--- config.mk ---
export PLATFORM = sky130hd
export DESIGN_NAME = pmsa_slave
export DESIGN_NICKNAME = d
export VERILOG_FILES = /design/src/hw/pmsa_addr_decode.v /design/src/hw/pmsa_slave.v
export VERILOG_INCLUDE_DIRS = /design/src /design/src/hw
export SDC_FILE = /design/constraint.sdc
export NUM_CORES = 1
export LEC_CHECK = 0
export BUFFER_PORTS_ARGS = -buffer_cell sky130_fd_sc_hd__buf_2
export CAP_MARGIN = 20
export CORE_ASPECT_RATIO = 0.5
export CORE_MARGIN = 2
export CORE_UTILIZATION = 44
export DETAILED_ROUTE_END_ITERATION = 16
export PLACE_DENSITY = 0.66
export SYNTH_ARGS = -nofsm -noshare
export SYNTH_HDL_FRONTEND = slang
export SYNTH_HIERARCHICAL = 1
export SYNTH_SLANG_ARGS = --single-unit
--- constraint.sdc ---
create_clock -name sys_clk -period 3 [get_ports sys_clk]
set_input_delay 0.3 -clock sys_clk [delete_from_list [all_inputs] [get_ports sys_clk]]
set_output_delay 0.3 -clock sys_clk [all_outputs]
set_load 0.01 [all_outputs]
--- src/hw/pmsa_map.vh ---
/*
 Constants for the management-port slave address and bus timing block.
 Assumes a 20 MHz system clock; times are given in their own unit and
 converted to cycles here.
*/
`ifndef PMSA_MAP_VH
`define PMSA_MAP_VH
`define PMSA_CLK_KHZ          20000
`define PMSA_TIMEOUT_MS       25
`define PMSA_TIMEOUT_MAX_MS   35
`define PMSA_STRETCH_MS       25
`define PMSA_TIMEOUT_CYC      24'd500000
`define PMSA_STRETCH_CYC      24'd500000
`define PMSA_STRAP_OPEN       2'd0
`define PMSA_STRAP_LOW        2'd1
`define PMSA_STRAP_HIGH       2'd2
`define PMSA_BASE_A           7'h40
`define PMSA_BASE_B           7'h10
`define PMSA_BASE_C           7'h50
`define PMSA_IDX_B            5'd8
`define PMSA_IDX_C            5'd16
`define PMSA_ADDR_RESET       7'h00
`define PMSA_STRETCH_CYCLES   4'd4
`endif

--- src/hw/pmsa_addr_decode.v ---
/*
 Three-level strap decoder: turns three strap states into a 7-bit slave
 address. Assumes strap states are already stable and encoded.
*/
`default_nettype none
`include "pmsa_map.vh"
module pmsa_addr_decode (
	input  wire [1:0] strap_lsb,
	input  wire [1:0] strap_mid,
	input  wire [1:0] strap_msb,
	output reg  [6:0] addr
);
	reg [4:0] idx;
	always @* begin
		idx  = 5'd9 * {3'h0, strap_msb} + 5'd3 * {3'h0, strap_mid} + {3'h0, strap_lsb}; // RULE3
		if (idx < `PMSA_IDX_B)
			addr = `PMSA_BASE_A + {2'h0, idx}; // RULE3
		else if (idx < `PMSA_IDX_C)
			addr = `PMSA_BASE_B + {2'h0, idx - `PMSA_IDX_B};
		else
			addr = `PMSA_BASE_C + {2'h0, idx - `PMSA_IDX_C};
	end
endmodule // pmsa_addr_decode
`default_nettype wire

--- src/hw/pmsa_slave.v ---
/*
 Slave address match and bus timing supervision for a management port.
 Latches strap address after enable and supplies leave reset, watches the
 bus, acknowledges its own address, stretches the clock after each
 acknowledged byte and limits that stretch, and resets on clock-low timeout.
 Assumes open-drain pins resolved outside; straps given as driven-high,
 driven-low indicators per pin (open when neither).
*/
`default_nettype none
`include "pmsa_map.vh"
// Behaviour
// (RULE1) Each strap pin reads as open, low or high, giving 27 choices.
// (RULE2) Straps latched only once enable high and both supplies out of reset.
// (RULE3) Index open<low<high, msb strap heaviest; 0-7,8-15,16-26 to three ranges.
// (RULE4) Decoded value is the 7-bit address; eighth bit is direction.
// (RULE5) Bus clock 10 to 400 kHz; device works across that range.
// (RULE6) Clock low over 25 ms is timeout; interface reset before 35 ms.
// (RULE7) Total slave clock stretch per message kept within 25 ms.
// (RULE8) Master extends clock low at most 10 ms per byte.
// (RULE9) Master leaves at least 1.3 us bus free between stop and start.
// (RULE10) Master clock low at least 1.5 us and high at least 0.6 us; pmsa_master's bit clock is 4 cycles (200 ns) low and 4 high.
// (RULE11) Host encodes X as (mX+b)*10^R in a 16-bit signed word.
// (RULE12) Host decodes Y as (Y*10^-R - b)/m; m,b 16-bit, R 8-bit.
// (RULE13) Slope m held in -32768..32767, decimal shift kept as R.
// (RULE14) Over stretch allowance, release clock and data and return to idle.
// (RULE15) Acknowledge only own latched address; leave data released otherwise.
module pmsa_slave #(
	parameter [23:0] TIMEOUT_CYC = `PMSA_TIMEOUT_CYC,
	parameter [23:0] STRETCH_CYC = `PMSA_STRETCH_CYC
) (
	input  wire       sys_clk,
	input  wire       rstn,
	input  wire       enable,
	input  wire       vdd_por_done,
	input  wire       vref_por_done,
	input  wire       strap_lsb_hi,
	input  wire       strap_lsb_lo,
	input  wire       strap_mid_hi,
	input  wire       strap_mid_lo,
	input  wire       strap_msb_hi,
	input  wire       strap_msb_lo,
	input  wire       scl_in,
	output wire       scl_out,
	output wire       scl_oe,
	input  wire       sda_in,
	output wire       sda_out,
	output wire       sda_oe,
	output reg  [6:0] slave_addr_r,
	output reg        addr_valid_r,
	output reg        addr_match_r,
	output reg        read_dir_r,
	output reg        timeout_r,
	output reg        stretch_abort_r
);
	localparam [4:0] ST_IDLE = 5'b00001;
	localparam [4:0] ST_ADDR = 5'b00010;
	localparam [4:0] ST_ACK  = 5'b00100;
	localparam [4:0] ST_DATA = 5'b01000;
	localparam [4:0] ST_SKIP = 5'b10000;

	reg        rst_s1_r;
	reg        rst_r;
	reg  [9:0] sync1_r;
	reg  [9:0] sync2_r;
	reg        scl_d_r;
	reg        sda_d_r;
	reg  [4:0] state_r;
	reg  [4:0] state_nxt;
	reg  [3:0] bit_cnt_r;
	reg  [7:0] shift_r;
	reg        ack_drv_r;
	reg        stretch_r;
	reg  [3:0] str_cnt_r;
	reg [23:0] low_cnt_r;
	reg [23:0] stretch_tot_r;
	wire [1:0] st_lsb;
	wire [1:0] st_mid;
	wire [1:0] st_msb;
	wire [6:0] dec_addr;
	wire       scl_s;
	wire       sda_s;
	wire       scl_rise;
	wire       scl_fall;
	wire       start_c;
	wire       stop_c;
	wire       abort;

	always @(posedge sys_clk or negedge rstn) begin
		if (!rstn) begin
			rst_s1_r <= 1'b0;
			rst_r    <= 1'b0;
		end else begin
			rst_s1_r <= 1'b1;
			rst_r    <= rst_s1_r;
		end
	end

	// Two-stage synchronisers for all pins
	always @(posedge sys_clk or negedge rst_r) begin
		if (!rst_r) begin
			// Bus lines idle high; enable, supplies and straps read inactive
			sync1_r <= 10'h060;
			sync2_r <= 10'h060;
		end else begin
			sync1_r <= {enable, vdd_por_done, vref_por_done, scl_in, sda_in,
				strap_lsb_hi, strap_lsb_lo, strap_mid_hi, strap_mid_lo, strap_msb_hi};
			sync2_r <= sync1_r;
		end
	end
	reg msb_lo_s1_r;
	reg msb_lo_s2_r;
	always @(posedge sys_clk or negedge rst_r) begin
		if (!rst_r) begin
			msb_lo_s1_r <= 1'b0;
			msb_lo_s2_r <= 1'b0;
		end else begin
			msb_lo_s1_r <= strap_msb_lo;
			msb_lo_s2_r <= msb_lo_s1_r;
		end
	end

	assign scl_s  = sync2_r[6];
	assign sda_s  = sync2_r[5];
	assign st_lsb = sync2_r[4] ? `PMSA_STRAP_HIGH :
		(sync2_r[3] ? `PMSA_STRAP_LOW : `PMSA_STRAP_OPEN); // RULE1
	assign st_mid = sync2_r[2] ? `PMSA_STRAP_HIGH :
		(sync2_r[1] ? `PMSA_STRAP_LOW : `PMSA_STRAP_OPEN);
	assign st_msb = sync2_r[0] ? `PMSA_STRAP_HIGH :
		(msb_lo_s2_r ? `PMSA_STRAP_LOW : `PMSA_STRAP_OPEN);

	pmsa_addr_decode u_dec (
		.strap_lsb (st_lsb),
		.strap_mid (st_mid),
		.strap_msb (st_msb),
		.addr      (dec_addr)
	);

	// Latch once per power-up; relatch after enable drops
	always @(posedge sys_clk or negedge rst_r) begin
		if (!rst_r) begin
			slave_addr_r <= `PMSA_ADDR_RESET;
			addr_valid_r <= 1'b0;
		end else if (!sync2_r[9]) begin
			addr_valid_r <= 1'b0;
		end else if (!addr_valid_r && sync2_r[8] && sync2_r[7]) begin
			slave_addr_r <= dec_addr; // RULE2
			addr_valid_r <= 1'b1;
		end
	end

	always @(posedge sys_clk or negedge rst_r) begin
		if (!rst_r) begin
			scl_d_r <= 1'b1;
			sda_d_r <= 1'b1;
		end else begin
			scl_d_r <= scl_s;
			sda_d_r <= sda_s;
		end
	end
	// Edge detection at 20 MHz covers bus clocks up to 400 kHz
	assign scl_rise = scl_s & ~scl_d_r; // RULE5
	assign scl_fall = ~scl_s & scl_d_r;
	assign start_c  = scl_s & scl_d_r & sda_d_r & ~sda_s;
	assign stop_c   = scl_s & scl_d_r & ~sda_d_r & sda_s;
	assign abort    = timeout_r | stretch_abort_r;

	// Clock-low timeout counter
	always @(posedge sys_clk or negedge rst_r) begin
		if (!rst_r) begin
			low_cnt_r <= 24'h000000;
			timeout_r <= 1'b0;
		end else if (scl_s) begin
			low_cnt_r <= 24'h000000;
			timeout_r <= 1'b0;
		end else begin
			if (low_cnt_r != TIMEOUT_CYC)
				low_cnt_r <= low_cnt_r + 24'h000001;
			timeout_r <= (low_cnt_r == TIMEOUT_CYC); // RULE6
		end
	end

	// Cumulative stretch per message
	always @(posedge sys_clk or negedge rst_r) begin
		if (!rst_r) begin
			stretch_tot_r   <= 24'h000000;
			stretch_abort_r <= 1'b0;
		end else if (start_c || stop_c || state_r == ST_IDLE) begin
			stretch_tot_r   <= 24'h000000;
			stretch_abort_r <= 1'b0;
		end else if (stretch_r) begin
			stretch_tot_r <= stretch_tot_r + 24'h000001; // RULE7
			if (stretch_tot_r >= STRETCH_CYC)
				stretch_abort_r <= 1'b1; // RULE14
		end
	end

	always @* begin
		state_nxt = state_r;
		case (state_r)
		ST_IDLE: if (start_c) state_nxt = ST_ADDR;
		ST_ADDR: if (scl_fall && bit_cnt_r == 4'd8)
				state_nxt = (shift_r[7:1] == slave_addr_r && addr_valid_r) ?
					ST_ACK : ST_SKIP; // RULE15
		ST_ACK:  if (scl_fall) state_nxt = ST_DATA;
		ST_DATA: if (scl_fall && bit_cnt_r == 4'd8) state_nxt = ST_ACK;
		ST_SKIP: state_nxt = ST_SKIP;
		default: state_nxt = ST_IDLE;
		endcase
		if (stop_c)
			state_nxt = ST_IDLE;
		if (start_c)
			state_nxt = ST_ADDR;
		if (abort)
			state_nxt = ST_IDLE; // RULE14
	end

	always @(posedge sys_clk or negedge rst_r) begin
		if (!rst_r) begin
			state_r      <= ST_IDLE;
			bit_cnt_r    <= 4'd0;
			shift_r      <= 8'h00;
			ack_drv_r    <= 1'b0;
			stretch_r    <= 1'b0;
			str_cnt_r    <= 4'd0;
			addr_match_r <= 1'b0;
			read_dir_r   <= 1'b0;
		end else begin
			state_r <= state_nxt;
			if (abort || start_c || stop_c) begin
				bit_cnt_r <= 4'd0;
				ack_drv_r <= 1'b0;
				stretch_r <= 1'b0; // RULE6
				if (!start_c)
					addr_match_r <= 1'b0;
			end else begin
				// The acknowledge clock is not a data bit
				if (scl_rise && bit_cnt_r != 4'd8 && state_r != ST_ACK) begin
					shift_r   <= {shift_r[6:0], sda_s};
					bit_cnt_r <= bit_cnt_r + 4'd1;
				end
				if (scl_fall && bit_cnt_r == 4'd8) begin
					bit_cnt_r <= 4'd0;
					if (state_r == ST_ADDR) begin
						addr_match_r <= (state_nxt == ST_ACK);
						read_dir_r   <= shift_r[0]; // RULE4
					end
					ack_drv_r <= (state_nxt == ST_ACK) && !(state_r == ST_DATA && read_dir_r);
				end else if (scl_fall && state_r == ST_ACK) begin
					ack_drv_r <= 1'b0;
					stretch_r <= 1'b1;
					str_cnt_r <= `PMSA_STRETCH_CYCLES;
				end
				if (stretch_r) begin
					str_cnt_r <= str_cnt_r - 4'd1;
					if (str_cnt_r == 4'd1)
						stretch_r <= 1'b0;
				end
			end
		end
	end

	assign sda_out = 1'b0;
	assign sda_oe  = ack_drv_r & ~abort; // RULE15
	assign scl_out = 1'b0;
	assign scl_oe  = stretch_r & ~abort; // RULE14
endmodule // pmsa_slave
`default_nettype wire

Word-level counts from Yosys, hierarchy flattened
Cells that the tools add are included.
{"block": "op_classes", "multipliers": 2, "n_bitwise": 16, "n_div": 0, "magnitude_cmp": 3, "n_eq_ne": 16, "n_reduce_logical": 29, "n_mux": 44, "n_addsub": 11, "n_shift": 0}
{"cell": "$mux 24", "n": 4}
{"cell": "$add 24x1->24 const B", "n": 2}
{"cell": "$mux 5", "n": 7}
{"cell": "$pmux 5 s5", "n": 1}
{"cell": "$eq 24x19->1 const B", "n": 1}
{"cell": "$ge 24x19->1 const B", "n": 1}
{"cell": "$mux 4", "n": 6}
{"cell": "$ne 24x19->1 const B", "n": 1}
{"cell": "$mux 1", "n": 21}
{"cell": "$add 7x5->7 const A", "n": 2}
{"cell": "$mux 7", "n": 2}
{"cell": "$reduce_bool 2->1", "n": 6}
{"cell": "$eq 5x3->1 const B", "n": 2}
{"cell": "$and 1x1->1", "n": 9}
{"cell": "$logic_and 1x1->1", "n": 9}
{"cell": "$reduce_and 3->1", "n": 3}
{"cell": "$eq 7x7->1", "n": 1}
{"cell": "$add 5x5->6 const A", "n": 1}
{"cell": "$mux 2", "n": 3}
{"cell": "$not 1->1", "n": 6}
{"cell": "$reduce_and 2->1", "n": 3}
{"cell": "$reduce_bool 3->1", "n": 2}
{"cell": "$add 5x2->5", "n": 1}
{"cell": "$add 5x4->5", "n": 1}
{"cell": "other kinds (21)", "n": 26}
{"block": "totals", "input_bits": 13, "latch_bits": 0, "mem_count": 0, "register_bits": 109, "ramBits": 0, "word_cells": 143, "rom_bits": 0}

Depth between registers and ports, before layout
{"block": "depth", "ltp_word": 12, "ltp_mapped": 9}

Hierarchy
The synthesis kept the hierarchy.
{"mod": "pmsa_slave", "area_per_inst_um2": 4988.5, "cells_each": 462, "n_inst": 1}
{"mod": "pmsa_addr_decode", "area_per_inst_um2": 256.5, "cells_each": 31, "n_inst": 1}

Worst setup path before layout
OpenSTA, ideal clock, no wires.
{"block": "synth_timing", "path_type": "reg2reg", "startpoint": "reg sync2_r[1]", "endpoint": "reg slave_addr_r[6]", "setup_ns": 0.125, "arrival_time_ns": 2.580, "path_stages_with_launch": 10, "setup_slack_ns": 0.295, "cell_sequence": "dfrtp_1 > nor2b_1 > fa_1 > inv_1 > fa_1 > fa_1 > nand4b_1 > o211ai_2 > a21bo_1 > mux2_2"}
{"block": "synth_via", "elab_chain_len": 9}
{"element": "start: declaration", "line_no": "pmsa_slave.v:64", "rtl": "reg [9:0] sync2_r;"}
{"element": "start signal: assignment", "line_no": "pmsa_slave.v:107", "rtl": "sync2_r <= sync1_r;"}
{"element": "$mux 1 (no source line) (*)"}
{"element": "$mux 2 (*)", "line_no": "pmsa_slave.v:126", "rtl": "assign st_mid = sync2_r[2] ? `PMSA_STRAP_HIGH :"}
{"element": "named net st_mid[0]", "line_no": "pmsa_slave.v:77", "rtl": "wire [1:0] st_mid;"}
{"element": "$mul 2x2->4 (*)", "line_no": "pmsa_addr_decode.v:15", "rtl": "idx = 5'd9 * {3'h0, strap_msb} + 5'd3 * {3'h0, strap_mid} + {3'h0, strap_lsb};"}
{"element": "$add 5x4->5 (*)", "line_no": "pmsa_addr_decode.v:15"}
{"element": "$add 5x2->5 (*)", "line_no": "pmsa_addr_decode.v:15"}
{"element": "$sub 5x5->5 (no source line)"}
{"element": "$add 7x5->7 (no source line)"}
{"element": "$mux 7", "line_no": "pmsa_addr_decode.v:18", "rtl": "else if (idx < `PMSA_IDX_C)"}
{"element": "$mux 7 (*)", "line_no": "pmsa_addr_decode.v:16", "rtl": "if (idx < `PMSA_IDX_B)"}
{"element": "named net dec_addr[6]", "line_no": "pmsa_slave.v:79", "rtl": "wire [6:0] dec_addr;"}
{"element": "end signal: assignment", "line_no": "pmsa_slave.v:141", "rtl": "slave_addr_r <= `PMSA_ADDR_RESET;"}
{"element": "end signal: assignment", "line_no": "pmsa_slave.v:146", "rtl": "slave_addr_r <= dec_addr;"}
{"element": "end: declaration", "line_no": "pmsa_slave.v:48", "rtl": "output reg [6:0] slave_addr_r,"}
The timed path passes the listed nets; every way through them passes the cells marked *.
A chain may end at the register's enable or synchronous reset.

Worst setup path in the final report
Same ends and word-level chain as after synthesis.

==> results_dict.tcl <==
set metrics [dict create \
    r2r_slack_ns 0.19 \
    critical_path_depth 9 \
    crit_arrival_ns 3.05 \
    max_clock_freq_mhz 355.6 \
    worst_slew_pin_slew_ns 0.6786 \
    status "completed" \
    crit_chain "nor2b_1 -> fa_1 -> inv_1 -> fa_1 -> fa_1 -> nand4b_1 -> o211ai_2 -> a21bo_1 -> mux2_2" \
    tns_ns 0 \
    drt_iter0_drc 190 \
    antenna_found_initial 0 \
    min_path_type "in -> reg" \
    worst_setup_path_end_kind "flip-flop" \
    synth_area_leaders "dfrtp_1 49%, xor2_1 5.2%, nor2_1 4.5%" \
    async_flop_share 1.000 \
    skew_ns 0.01486 \
    power_leakage_nw 2.509 \
    synth_top_area_cell "dfrtp_1" \
    holdWs_ns 0.04732 \
    portBuffers 26 \
    synth_top_cell_area_share 0.4866 \
    synthDistinctLibCells 64 \
    min_period_ns 2.812 \
    routed_wl_mm 9.304 \
    syn_inst 493 \
    path_class "reg -> reg" \
    grt_pass1_wl_mm 16.03 \
    relSlewSlack 0.5434 \
    reg2reg_to "slave_addr_r[6]" \
    cap_violations 0 \
    drtAntennaViolNets 0 \
    drv_slew 0 \
    final_nets 551 \
    layout_setup_ws_ns 0.1881 \
    grt_pass1_vias 3324 \
    viasPerCell 5.068 \
    start_util 0.4469 \
    io_pins 29 \
    cp_common_cell "fa_1" \
    synth_edf_count 0 \
    critical_path.slowest_cell "fa_1" \
    cts_root_buf "clkbuf_16" \
    grt_util_all_layers 0.1573 \
    rsz0062_at_grt "false" \
    ys_seq_elements 109 \
    p_switching_mw 0.9782 \
    hold_viol_final 0 \
    synth_warnings 6 \
    areaGrowthSynthToFinish_pct 12.02 \
    seqPwrFrac 0.517 \
    synth.most_common_cell "dfrtp_1" \
    ys_seq_area_frac 0.5217 \
    cp-endpoint "slave_addr_r[6]" \
    peakVddDrop_uv 339.0 \
    synth_ff_type "dfrtp_1" \
    place_congestion 0.8230 \
    power.total_mw 3.451 \
    switching_share 0.2835 \
    internal_power_mw 2.473 \
    vias 3512 \
    drive_gt1_frac 0.1326 \
    crit_path_start_kind "flip-flop" \
    post-dp-hpwl_mm 6.465 \
    path_buf_inv 1 \
    die_w_um 158.4 \
    period_share 0.9373 \
    reg2regPathDepth 9 \
    p_comb_frac 0.142 \
    clkLatencyLatePin_ns 0.35 \
    overflow 0 \
    cts_tree "done" \
    p_per_area_mw_per_mm2 587.4 \
    slowest_delay_ns 0.51 \
    clkTransAtPathRegs_ns 0.08 \
    grt_max_degree 58 \
    crit_family "adder cells" \
    die_area_sq_mm 0.01286 \
    cts_buffers 9 \
    critical_path_required_ns 3.24 \
    fin_cells 693 \
    netlist_area_sq_mm 0.005245 \
    cts_max_level 3 \
    place_inst 676 \
    synth.avg_cell_area_sq_um 10.64 \
    postCtsSetupRepairBufs 0 \
    r2r-start "sync2_r[1]" \
    clockBufferDepth 2 \
    routedWlPerCell_um 13.43 \
    dr.pass1.iters 4 \
    critPathLaunch "sync2_r[1]" \
    p_clk_frac 0.341 \
    crit_fanout 3 \
    coreArea_sq_mm 0.01174 \
    synth_common_cells "102 x dfrtp_1, 63 x nor2_1, 33 x nand2_1" \
    die_h_um 81.21 \
    dp_slack_ns 0.2009 \
    fill_cells 1078 \
    setup_viol_count_final 0 \
    drc_errors 0 \
    cts.sinks 109 \
    rows 28 \
    diodes 0 \
]
-- routing by layer --
metal | vias up | global-route usage | share of wire
met5 | - | 0 | 0
met4 | 0 | 0.04234 | 0.0095
met3 | 8 | 0.03735 | 0.030
met2 | 47 | 0.2474 | 0.45
met1 | 1699 | 0.2204 | 0.51
li1 | 1758 | - | -
-- power groups by stage --
stage / registers, mW / logic, mW / clock network (mW)
6_report: 1.78 / 0.490 / 1.18
5_1_grt: 1.81 / 0.569 / 1.28
4_1_cts: 1.79 / 0.498 / 1.22
3_5_place_dp: 1.81 / 0.494 / 0
3_3_place_gp: 1.81 / 0.478 / 0
2_1_floorplan: 1.80 / 0.352 / 0
-- placed cells by master (no fill, tap or decap), types with 10 or more instances in the layout --
cell,count
xor2_1,31
inv_1,21
nand3_1,24
ha_1,11
mux2_1,10
dfrtp_1,101
nor2_1,63
a21oi_1,11
xnor2_1,24
nand4_1,21
buf_2,26
nand2_1,33
-- worst min-delay path by stage --
stage / from / endpoint / slack (ns) / depth (start not counted)
after global routing: strap_mid_lo / sync1_r[1] / 0.03 / 1
after CTS: strap_mid_lo / sync1_r[1] / 0.04 / 1
after global placement: rstn / rst_s1_r / 0.09 / 1
final: strap_mid_lo / sync1_r[1] / 0.05 / 1
after detailed placement: rstn / rst_s1_r / 0.09 / 1
after floorplan: rstn / rst_r / 0.004 / 0
-- area by class of cell --
type                    instances  area (sq um)  area share
well taps                     165         206.4     0.03514
clock buffers                   9         225.2     0.03833
flip-flops and latches        109          2740      0.4664
multi-input cells             349          2356      0.4010
repair buffers                 32         190.2     0.03237
inverters                      22         82.58     0.01405
clock inverters                 7         75.07     0.01278
-- state kept, by name, summed over array words and instances, names as in the netlist --
name             count
rst_r                1
sda_d_r              1
rst_s1_r             1
read_dir_r           1
state_r              5
shift_r              8
stretch_r            1
addr_match_r         1
stretch_tot_r       24
ack_drv_r            1
sync1_r             10
addr_valid_r         1
stretch_abort_r      1
slave_addr_r         7
bit_cnt_r            4
msb_lo_s1_r          1
sync2_r             10
low_cnt_r           24
timeout_r            1
scl_d_r              1
msb_lo_s2_r          1
str_cnt_r            4
-- kinds of logic (layout without fill, tap and decap cells) --
group                    after synthesis  after routing  synth area share
AO/OA/AOI/OAI                         51             51           0.06894
XOR/XNOR                              55             55           0.09184
adder cells (fa/ha/maj)               15             15           0.04151
buffers and inverters                 36             70           0.02982
flip-flops                           109            109            0.5217
multiplexers                          20             20           0.04222
other                                  3              4          0.002147
AND/OR/NAND/NOR                      204            204            0.2018
-- per-stage QoR --
step | cell area [sq um] | utilization
final | 5876 | 0.5006
after global routing | 5876 | 0.5006
after CTS | 5876 | 0.5006
after detailed placement | 5565 | 0.4742
after global placement | 5565 | 0.4742
after floorplan | 5250 | -
-- timing repair --
| action | 4_1_cts | 5_1_grt |
|---|---|---|
| endpoints found under the hold margin | 2 | 0 |
| resized for setup | 0 | 0 |
| hold buffers | 1 | 0 |
(Power assumes the default switching activity.)
